## src/include/modem_hs_consts.svh

```systemverilog
// Constants for the modem handshake block: register offsets, control and
// status field positions, reset values and the synchroniser pin indices.
// Assumes inclusion by bare name from the include folder.
`ifndef MODEM_HS_CONSTS_SVH
`define MODEM_HS_CONSTS_SVH

// Word address layout: bit 3 set is unmapped, bits 2:1 pick the channel,
// bit 0 picks control (0) or status (1).
`define HS_ADDR_W 4
`define HS_ADDR_UNMAPPED_BIT 3
`define HS_REG_CTRL 1'b0
`define HS_REG_STATUS 1'b1

// Control register fields.
`define HS_CTRL_AUTO_RTS 0
`define HS_CTRL_AUTO_CTS 1
`define HS_CTRL_AUTO_DSR 2
`define HS_CTRL_AUTO_DTR 3
`define HS_CTRL_RTS_ON 4
`define HS_CTRL_DTR_ON 5
`define HS_CTRL_RXCLK_LO 6
`define HS_CTRL_RESET 8'h00

// Receive clock source field values.
`define HS_RXCLK_INTERNAL 2'b00
`define HS_RXCLK_EXTERNAL 2'b01

// Status register fields.
`define HS_STAT_CTS_ON 0
`define HS_STAT_DSR_ON 1
`define HS_STAT_RING 2
`define HS_STAT_TX_PAUSED 3
`define HS_STAT_RTS_ON 4
`define HS_STAT_DTR_ON 5

// Pin sample index inside one synchroniser bank.
`define HS_PIN_CTS 0
`define HS_PIN_DSR 1
`define HS_PIN_RI 2
`define HS_PIN_RXCLK 3
`define HS_PIN_COUNT 4
`define HS_PIN_RESET 4'hf

`endif

```

## src/include/modem_hs_pkg.sv

```systemverilog
// Types used by the modem handshake top.
// Assumes the constants header is on the include path.
`default_nettype none

`include "modem_hs_consts.svh"

package modem_hs_pkg;

   typedef logic [7:0] ctrl_reg_t;

   typedef enum logic [1:0] {
      RXCLK_INTERNAL = `HS_RXCLK_INTERNAL,
      RXCLK_EXTERNAL = `HS_RXCLK_EXTERNAL,
      RXCLK_RSVD_2 = 2'b10,
      RXCLK_RSVD_3 = 2'b11
   } rx_clock_source_t;

endpackage

`default_nettype wire

```

## src/include/pin_sync_if.sv

```systemverilog
// Carrier between the handshake top and one pin synchroniser bank.
// Assumes both ends run on the same clock.
`timescale 1ns/1ps
`default_nettype none

interface pin_sync_if #(parameter int W = 4);
   logic [W-1:0] raw;
   logic [W-1:0] synced;
   modport src (output raw, input synced);
   modport dst (input raw, output synced);
endinterface

`default_nettype wire

```

## src/core/pin_sync.sv

```systemverilog
// Two-stage synchroniser bank for pins from outside the ref_clk domain.
// Assumes the raw levels may change at any time relative to ref_clk.
`timescale 1ns/1ps
`default_nettype none

module pin_sync #(
   parameter int W = 4,
   parameter logic [W-1:0] RST_VAL = '1
) (
   // Clock, reset and enable.
   input wire logic ref_clk,
   input wire logic rst,
   input wire logic ce,
   // Pin levels in, clean levels out.
   pin_sync_if.dst port
);

   typedef struct packed {
      logic [W-1:0] meta;
      logic [W-1:0] clean;
   } sync_state_t;

   sync_state_t s_q;
   sync_state_t s_d;

   // The first stage feeds the second stage only.
   always_comb begin
      s_d = s_q;
      if (ce) begin
         s_d.meta = port.raw;
         s_d.clean = s_q.meta;
      end
   end

   always_ff @(posedge ref_clk) begin
      if (rst) begin
         s_q <= '{meta: RST_VAL, clean: RST_VAL};
      end else begin
         s_q <= s_d;
      end
   end

   assign port.synced = s_q.clean;

endmodule

`default_nettype wire

```

## src/core/modem_handshake.sv

```systemverilog
// Modem handshake logic for four UART channels, with an Avalon-MM slave.
// Assumes the UART core gives fill levels, thresholds, busy and baud ticks
// on ref_clk; handshake pins and the receive clock are asynchronous.
//
// What this block does
// RULE_01 - Auto RTS drops at upper, returns below lower.
// RULE_02 - Auto CTS: finish character, then hold transmitter.
// RULE_03 - Xon/Xoff characters still go during CTS pause.
// RULE_04 - Auto DSR: finish character, then hold transmitter.
// RULE_05 - Xon/Xoff characters still go during DSR pause.
// RULE_06 - Clock field 01 selects external receive clock.
// RULE_07 - Ring input low means ring present.
// RULE_08 - Auto DTR follows receive fill thresholds.
// RULE_09 - Remote holds CTS/DSR off until ready.
`timescale 1ns/1ps
`default_nettype none

`include "modem_hs_consts.svh"

module modem_handshake
   import modem_hs_pkg::*;
#(
   parameter int CHANNELS = 4,
   parameter int FILL_W = 8
) (
   // Clock, reset and enable.
   input wire logic ref_clk,
   input wire logic rst,
   input wire logic ce,
   // Avalon-MM slave.
   input wire logic [`HS_ADDR_W-1:0] address,
   input wire logic read,
   input wire logic write,
   input wire logic [31:0] writedata,
   input wire logic [3:0] byteenable,
   output var logic [31:0] readdata,
   output var logic waitrequest,
   // Handshake pins, active low, and the receive clock.
   input wire logic [CHANNELS-1:0] cts_n,
   input wire logic [CHANNELS-1:0] dsr_n,
   input wire logic [CHANNELS-1:0] ri_n,
   input wire logic [CHANNELS-1:0] rx_clk_in,
   output var logic [CHANNELS-1:0] rts_n,
   output var logic [CHANNELS-1:0] dtr_n,
   // Receiver side of the UART core.
   input wire logic [CHANNELS-1:0][FILL_W-1:0] rx_fill,
   input wire logic [CHANNELS-1:0][FILL_W-1:0] rx_upper_thr,
   input wire logic [CHANNELS-1:0][FILL_W-1:0] rx_lower_thr,
   input wire logic [CHANNELS-1:0] baud_tick,
   output var logic [CHANNELS-1:0] rx_sample_tick,
   output var logic [CHANNELS-1:0] rx_clk_external,
   // Transmitter side of the UART core, and the ring indication.
   input wire logic [CHANNELS-1:0] tx_busy,
   input wire logic [CHANNELS-1:0] tx_next_is_flow,
   output var logic [CHANNELS-1:0] tx_start_ok,
   output var logic [CHANNELS-1:0] ring_present
);

   localparam int CH_W = $clog2(CHANNELS);

   typedef struct packed {
      // The bus wait level and the line levels are kept as the pins show
      // them, so each output leaves a flop with no gate behind it.
      logic busy;
      logic [31:0] rdata;
      logic [CHANNELS-1:0][7:0] ctrl;
      logic [CHANNELS-1:0] rts_line;
      logic [CHANNELS-1:0] dtr_line;
      logic [CHANNELS-1:0] rxclk_prev;
      logic [CHANNELS-1:0] sample_tick;
      logic [CHANNELS-1:0] ext_clk;
      logic [CHANNELS-1:0] start_ok;
      logic [CHANNELS-1:0] paused;
      logic [CHANNELS-1:0] ring;
   } top_state_t;

   top_state_t s_q;
   top_state_t s_d;

   logic [CHANNELS-1:0][`HS_PIN_COUNT-1:0] pins;

   genvar g;
   generate
      for (g = 0; g < CHANNELS; g++) begin : g_chan
         pin_sync_if #(.W(`HS_PIN_COUNT)) sync_port ();

         assign sync_port.raw[`HS_PIN_CTS] = cts_n[g];
         assign sync_port.raw[`HS_PIN_DSR] = dsr_n[g];
         assign sync_port.raw[`HS_PIN_RI] = ri_n[g];
         assign sync_port.raw[`HS_PIN_RXCLK] = rx_clk_in[g];
         assign pins[g] = sync_port.synced;

         pin_sync #(
            .W(`HS_PIN_COUNT),
            .RST_VAL(`HS_PIN_RESET)
         ) u_sync (
            .ref_clk(ref_clk),
            .rst(rst),
            .ce(ce),
            .port(sync_port)
         );
      end
   endgenerate

   always_comb begin
      logic [CH_W-1:0] sel;
      logic [7:0] c;
      logic [31:0] rd;
      logic hold;
      logic rx_edge;
      rx_clock_source_t src;
      sel = address[CH_W:1];
      c = 8'h00;
      rd = 32'h0000_0000;
      hold = 1'b0;
      rx_edge = 1'b0;
      src = RXCLK_INTERNAL;
      s_d = s_q;
      if (ce) begin
         for (int i = 0; i < CHANNELS; i++) begin
            c = s_q.ctrl[i];

            // Threshold flow control drops the line at the upper level and
            // raises it again only once the fill is under the lower level.
            // Between the two the line keeps its state, giving hysteresis.
            if (c[`HS_CTRL_AUTO_RTS]) begin
               if (rx_fill[i] >= rx_upper_thr[i]) begin
                  s_d.rts_line[i] = 1'b1; // [RULE_01]
               end else if (rx_fill[i] < rx_lower_thr[i]) begin
                  s_d.rts_line[i] = 1'b0; // [RULE_01]
               end
            end else begin
               s_d.rts_line[i] = !c[`HS_CTRL_RTS_ON];
            end
            if (c[`HS_CTRL_AUTO_DTR]) begin
               if (rx_fill[i] >= rx_upper_thr[i]) begin
                  s_d.dtr_line[i] = 1'b1; // [RULE_08]
               end else if (rx_fill[i] < rx_lower_thr[i]) begin
                  s_d.dtr_line[i] = 1'b0; // [RULE_08]
               end
            end else begin
               s_d.dtr_line[i] = !c[`HS_CTRL_DTR_ON];
            end

            // Only the start of a new character is gated, so a character
            // already on the wire always completes. Resuming trusts the
            // remote to raise its line only when it can take data again.
            hold = 1'b0;
            if (c[`HS_CTRL_AUTO_CTS] && pins[i][`HS_PIN_CTS]) begin
               hold = 1'b1; // [RULE_02] [RULE_09]
            end
            if (c[`HS_CTRL_AUTO_DSR] && pins[i][`HS_PIN_DSR]) begin
               hold = 1'b1; // [RULE_04] [RULE_09]
            end
            // Flow-control characters bypass the pause.
            s_d.start_ok[i] = !hold || tx_next_is_flow[i]; // [RULE_03] [RULE_05]
            s_d.paused[i] = hold && !tx_busy[i];

            // The external receive clock is oversampled by ref_clk, so it
            // must stay well under half the ref_clk rate.
            src = rx_clock_source_t'(c[`HS_CTRL_RXCLK_LO+1:`HS_CTRL_RXCLK_LO]);
            rx_edge = pins[i][`HS_PIN_RXCLK] && !s_q.rxclk_prev[i];
            s_d.rxclk_prev[i] = pins[i][`HS_PIN_RXCLK];
            if (src == RXCLK_EXTERNAL) begin
               s_d.ext_clk[i] = 1'b1; // [RULE_06]
               s_d.sample_tick[i] = rx_edge; // [RULE_06]
            end else begin
               s_d.ext_clk[i] = 1'b0;
               s_d.sample_tick[i] = baud_tick[i];
            end

            s_d.ring[i] = !pins[i][`HS_PIN_RI]; // [RULE_07]
         end

         // Register read mux.
         if (!address[`HS_ADDR_UNMAPPED_BIT]) begin
            if (address[0] == `HS_REG_CTRL) begin
               rd[7:0] = s_q.ctrl[sel];
            end else begin
               rd[`HS_STAT_CTS_ON] = !pins[sel][`HS_PIN_CTS];
               rd[`HS_STAT_DSR_ON] = !pins[sel][`HS_PIN_DSR];
               rd[`HS_STAT_RING] = s_q.ring[sel];
               rd[`HS_STAT_TX_PAUSED] = s_q.paused[sel];
               rd[`HS_STAT_RTS_ON] = !s_q.rts_line[sel];
               rd[`HS_STAT_DTR_ON] = !s_q.dtr_line[sel];
            end
         end

         // Every access gets exactly one wait state: waitrequest drops in
         // the cycle after the request appears, and the access completes
         // at the edge where the master sees it low.
         if ((read || write) && s_q.busy) begin
            s_d.busy = 1'b0;
            s_d.rdata = rd;
         end else begin
            s_d.busy = 1'b1;
         end
         if (write && !s_q.busy && byteenable[0] &&
             !address[`HS_ADDR_UNMAPPED_BIT] &&
             address[0] == `HS_REG_CTRL) begin
            s_d.ctrl[sel] = writedata[7:0];
         end
      end
   end

   always_ff @(posedge ref_clk) begin
      if (rst) begin
         s_q.busy <= 1'b1;
         s_q.rdata <= 32'h0000_0000;
         s_q.ctrl <= {CHANNELS{`HS_CTRL_RESET}};
         s_q.rts_line <= '1;
         s_q.dtr_line <= '1;
         s_q.rxclk_prev <= '1;
         s_q.sample_tick <= '0;
         s_q.ext_clk <= '0;
         s_q.start_ok <= '0;
         s_q.paused <= '0;
         s_q.ring <= '0;
      end else begin
         s_q <= s_d;
      end
   end

   assign readdata = s_q.rdata;
   assign waitrequest = s_q.busy;
   assign rts_n = s_q.rts_line;
   assign dtr_n = s_q.dtr_line;
   assign rx_sample_tick = s_q.sample_tick;
   assign rx_clk_external = s_q.ext_clk;
   assign tx_start_ok = s_q.start_ok;
   assign ring_present = s_q.ring;

endmodule

`default_nettype wire

```

## config.mk

```make
export PLATFORM = sky130hd
export DESIGN_NAME = modem_handshake
export DESIGN_NICKNAME = d
export VERILOG_FILES = /design/src/include/modem_hs_pkg.sv /design/src/include/pin_sync_if.sv /design/src/core/pin_sync.sv /design/src/core/modem_handshake.sv
export VERILOG_INCLUDE_DIRS = /design/src /design/src/include
export SDC_FILE = /design/constraint.sdc
export NUM_CORES = 1
export LEC_CHECK = 0
export BUFFER_PORTS_ARGS = -buffer_cell sky130_fd_sc_hd__buf_4
export CAP_MARGIN = 20
export CORE_ASPECT_RATIO = 1.2
export CORE_MARGIN = 2
export CORE_UTILIZATION = 50
export CTS_CLUSTER_DIAMETER = 50
export CTS_CLUSTER_SIZE = 10
export DETAILED_ROUTE_END_ITERATION = 7
export HOLD_SLACK_MARGIN = 0.03
export MAX_ROUTING_LAYER = met4
export PLACE_DENSITY = 0.88
export REMOVE_ABC_BUFFERS = 1
export SLEW_MARGIN = 40
export SYNTH_ARGS = -nofsm -noshare
export SYNTH_HDL_FRONTEND = slang
export SYNTH_SLANG_ARGS = --single-unit
export TNS_END_PERCENT = 1
```

## constraint.sdc

```tcl
create_clock -name ref_clk -period 2.6 [get_ports ref_clk]
set_clock_uncertainty 0.15 [all_clocks]
set_input_delay 0.39 -clock ref_clk [delete_from_list [all_inputs] [get_ports ref_clk]]
set_output_delay 0.39 -clock ref_clk [all_outputs]
set_load 0.02 [all_outputs]
```

-- After elaboration in Yosys (flattened, before gate mapping)
Index checks and enable logic that the tools add are counted.
- logic and storage cells: 173
- input bits: 169
- register bits: 105
- $lt $le $gt $ge: 10
- equality and inequality tests: 12
- multiplexer cells: 55
- bitwise operators: 1
- reduce and logical (&&, ||, !) cells: 67
- operators with widths (kind ; number):
    $mux W1 ; 41
    $bwmux W32 ; 1
    $ge A8 B8 Y1 ; 4
    $lt A8 B8 Y1 ; 4
    $logic_not A1 Y1 ; 30
    $mux W8 ; 3
    $ne A3 B1 Y1 const B ; 8
    $logic_and A1 B1 Y1 ; 22
    $reduce_and A2 Y1 ; 10
    $bmux W8 S2 ; 1
    $demux W8 S2 ; 1
    $bmux W1 S2 ; 4
    $bmux W4 S2 ; 1
    $eq A2 B1 Y1 const B ; 4
    $mux W6 ; 1
    $logic_or A1 B1 Y1 ; 5
    $mux W2 ; 2
    $lt A2 B3 Y1 const B ; 1
    $ge A2 B1 Y1 const B ; 1
    $not A1 Y1 ; 1

-- Depth between registers and ports, before layout
- depth after elaboration: 6
- depth in mapped cells: 7

-- Hierarchy
From an unflattened synthesis, not the netlist that was laid out.
- cells, all modules: 721
- area total of the unflattened synthesis: 6520.0 um2
- by module, submodules not included (module ; cells an instance ; area each (um2) ; instances):
    modem_handshake ; 601 ; 5188.7 ; 1
    pin_sync ; 30 ; 332.8 ; 4

-- Worst setup path after synthesis
Ideal clock, no wire load.
- kind: input-to-reg
- start point: input rx_fill[16] (netlist name)
- end point: register s_q (netlist bit dtr_n[2])
- arrival time: 1.670 ns
- setup time: 0.131 ns
- required time: 2.319 ns
- slack: 0.649 ns
- stages: 7
- buffers on the path: 0
- cells stage by stage: inv_1 > ha_1 > nand2b_1 > a2111oi_0 > nor3_1 > o31ai_1 > o211ai_1
- word-level cells in the longest chain between the ends: 3
- elaborated cells between the ends (all ways): 6
- classes of those cells: 2 x order compare; 1 x eq/ne; 2 x mux; 1 x reduce/logical
- ends and longest elaborated chain (item ; line ; text):
    from (decl) ; modem_handshake.sv:46 ; input wire logic [CHANNELS-1:0][FILL_W-1:0] rx_fill,
    $ge A8 B8 Y1 or $lt A8 B8 Y1 (tied branches) ; modem_handshake.sv:136, modem_handshake.sv:138 ;
    $ne A3 B1 Y1 (no source line) or $mux W1 (tied branches) ; -- ;
    $reduce_and A2 Y1 (no source line) or $mux W1 (tied branches) ; -- ;
    to (decl) ; modem_handshake.sv:77 ; top_state_t s_q;
Several ways; a longest one is shown, not always the timed one.
A chain may end at the register's enable or synchronous reset.

-- Worst setup path after layout
- start point: register s_q (netlist bit waitrequest)
- end point: register s_q[40] (netlist name)
- word-level cells in the longest chain between the ends: 6
- ends and longest elaborated chain (item ; line ; text):
    $logic_not A1 Y1 ; modem_handshake.sv:198 ; if (write && !s_q.busy && byteenable[0] &&
    $logic_and A1 B1 Y1 (3 in series) ; modem_handshake.sv:198 ;
    $logic_and A1 B1 Y1 (no source line) ; -- ;
    $reduce_and A2 Y1 (no source line) ; -- ;
No other way between the ends.

==> impl_metrics.toml <==
[clocking]
insertion_delay_ns = 0.34
numCtsBuffers = 9
holdBufCountCts = 0
cts_setup_buffers = 0
clockRootBuffer = "clkbuf_16"
cts_max_path_buffers = 2
cts-resized-gates = 0
cts_sinks = 105
path_clk_slew_ns = 0.07
h-tree-depth = 3
cts_tree = "done"

[sta]
hold_viol = 0
setup_viol = 0
period_share_pct = 76.41
max-slew-margin-rel_pct = 55.26
fmax_mhz = 503.4
rsz0062_at_grt = "no"
drv_slew = 0
tightestPinTransition_ns = 0.6704
period_needed_ns = 1.987
setup-tns-final_ns = 0

[grt]
antenna_found_initial = 0
grt-ovfl-total = 0
grt_max_degree = 41
grt.total_usage_pct = 22.25
grt_pass1_wl_um = 23620
first_global_vias = 5148

[setup_path]
cp_num_buf_inv = 1
path_class = "register to register"
path_cells = "nand4b_4 > or3_4 > nor3b_2 > buf_4 > mux2i_1 > nor2_1"
crit_required_ns = 2.66
cpPeakStageDelay_ns = 0.37
crit_fanout = 6
crit_family = "simple AND/OR/NAND/NOR gates"
worstPathArrival_ns = 2.04
start_kind = "register"
slowest_stage = "or3_4"
cp-end-kind = "register"

[power]
p_sw_share_pct = 24.92
intPower_mw = 2.854
p_switching_mw = 0.9469
ir_drop_uv = 431.8
leakagePower_nw = 3.791
clkPwrFrac_pct = 38.6
pwr-share-comb_pct = 17.1
seq_power_share_pct = 44.3
p_per_area_nw_per_um2 = 490.9

[final_layout]
nNetsFinal = 1058
layout-drive-gt1-share_pct = 27.10
diodes = 0
final_cell_mix = "buf_4, dfxtp_1, inv_1"
fillers = 1010
syn_to_final_growth_pct = 23.08
fin_area_sq_um = 7741
final_util_pct = 63.63
fin_cells = 995
final_common_cell = "buf_4"

[route]
ant_nets = 0
wl_um = 14390
via_per_inst = 5.257
drc = 0
drtPass1Iterations = 5
vias = 5231
wl_per_cell_um = 14.46
drtIter0Drc = 362

[yosys]
syn_area_sq_um = 6290
yosys_warnings = 0
seq_area_frac_synth_pct = 33.42
syn_inst = 696
post_synth.cell_area_avg_sq_um = 9.037
synth_edf_count = 0
async_flop_share_pct = 0
ys_types = 51
synth_flop_cell = "dfxtp_1"
synth_seq_cells = 105

[floorplan]
start_util_pct = 51.70
io_pins = 226
dieWidth_um = 106.4
rows = 44
dieArea_sq_um = 13500
core-area_sq_um = 12170
die_h_um = 126.9

[placed_design]
place_area_sq_um = 7412
numPortBuffers = 174
dp_hpwl_um = 11270
gp_congestion = 0.7951
dp.cells = 979

[job]
cap_violations = 0

[hold_path]
hp-class = "input port to register"

[status]
outcome = "complete, no violations"
[power by group through the flow]
stage / Sequential [mW] / Clock [mW] / Combinational [mW]
after floorplan: 1.73 / 0 / 0.303
after global placement: 1.72 / 0 / 0.633
after detailed placement: 1.72 / 0 / 0.651
after CTS: 1.68 / 1.48 / 0.654
after global routing: 1.69 / 1.56 / 0.730
final: 1.68 / 1.47 / 0.650
[sequential cells by signal (all words and copies together), names as in the netlist, 8 cells and up]
| name | flops |
|---|---|
| g_chan.u_sync.port.synced | 16 |
| s_q | 40 |
| readdata | 8 |
| g_chan.u_sync.s_q | 16 |
[per-layer routing]
| layer | track usage (%) | up-vias | part of all wire, % |
|---|---|---|---|
| li1 | - | 2604 | - |
| met1 | 24.14 | 2422 | 40 |
| met2 | 40.80 | 179 | 52 |
| met3 | 3.135 | 26 | 6.0 |
| met4 | 8.437 | 0 | 2.4 |
| met5 | - | - | 0 |
[worst reg2reg max path, stage by stage (launching register included)]
cell      delay, ns
dfxtp_1        0.33
nand4b_4       0.17
or3_4          0.37
nor3b_2        0.29
buf_4          0.25
mux2i_1        0.23
nor2_1         0.07
[layout make-up]
| type | count | area [sq um] | area share (%) |
|---|---|---|---|
| clock buffer | 10 | 239.0 | 3.087 |
| clock inverter | 6 | 90.09 | 1.164 |
| inverter | 79 | 296.5 | 3.831 |
| multi-input combinational | 452 | 3446 | 44.51 |
| sequential | 105 | 2102 | 27.15 |
| tap | 161 | 201.4 | 2.602 |
| timing repair buffer | 182 | 1366 | 17.65 |
[metrics by stage]
step | hold WS (ns) | setup WS [ns] | total power, mW
finish | 0.1136 | 0.6134 | 3.800
global route | 0.1073 | 0.5413 | 3.978
CTS | 0.1081 | 0.6116 | 3.818
detailed placement | 0.2969 | 0.3586 | 2.373
global placement | 0.2864 | 0.3537 | 2.352
floorplan | 0.2913 | 0.1653 | 2.038
[path summary, 6_finish.rpt]
path	start	endpoint	slack [ns]	cells after the start
max	waitrequest$_SDFFE_PP1P_	s_q[40]$_SDFFE_PP0P_	0.61	6
min	ri_n[3]	g_chan[3].u_sync.s_q[6]$_SDFFE_PP1P_	0.11	3
max reg2reg	waitrequest$_SDFFE_PP1P_	s_q[40]$_SDFFE_PP0P_	0.61	6
min reg2reg	readdata[3]$_SDFFE_PP0P_	readdata[3]$_SDFFE_PP0P_	0.31	2
[kinds of logic after synthesis]
kind of cell,synth area share (%)
other cells,0.05962
fa+ha+maj,11.94
simple gates,13.01
buf+inv,13.33
compound gates,12.73
flops,33.42
mux,15.52
[synth_stat cells (all sizes together), types with 7 or more instances]
master | count | area share (%)
buf | 70 | 7.8
nand2 | 59 | 3.5
o211ai | 13 | 1.6
clkbuf | 13 | 0.78
a21oi | 24 | 1.9
mux4 | 14 | 5.0
nor3 | 8 | 0.82
a211o | 7 | 0.97
nor2 | 57 | 3.4
mux2i | 66 | 11
inv | 78 | 4.7
ha | 60 | 12
nand2b | 11 | 1.1
nand3 | 14 | 1.1
o21ai | 19 | 1.5
dfxtp | 105 | 33
Note: power is estimated with default switching activity, not from simulation.
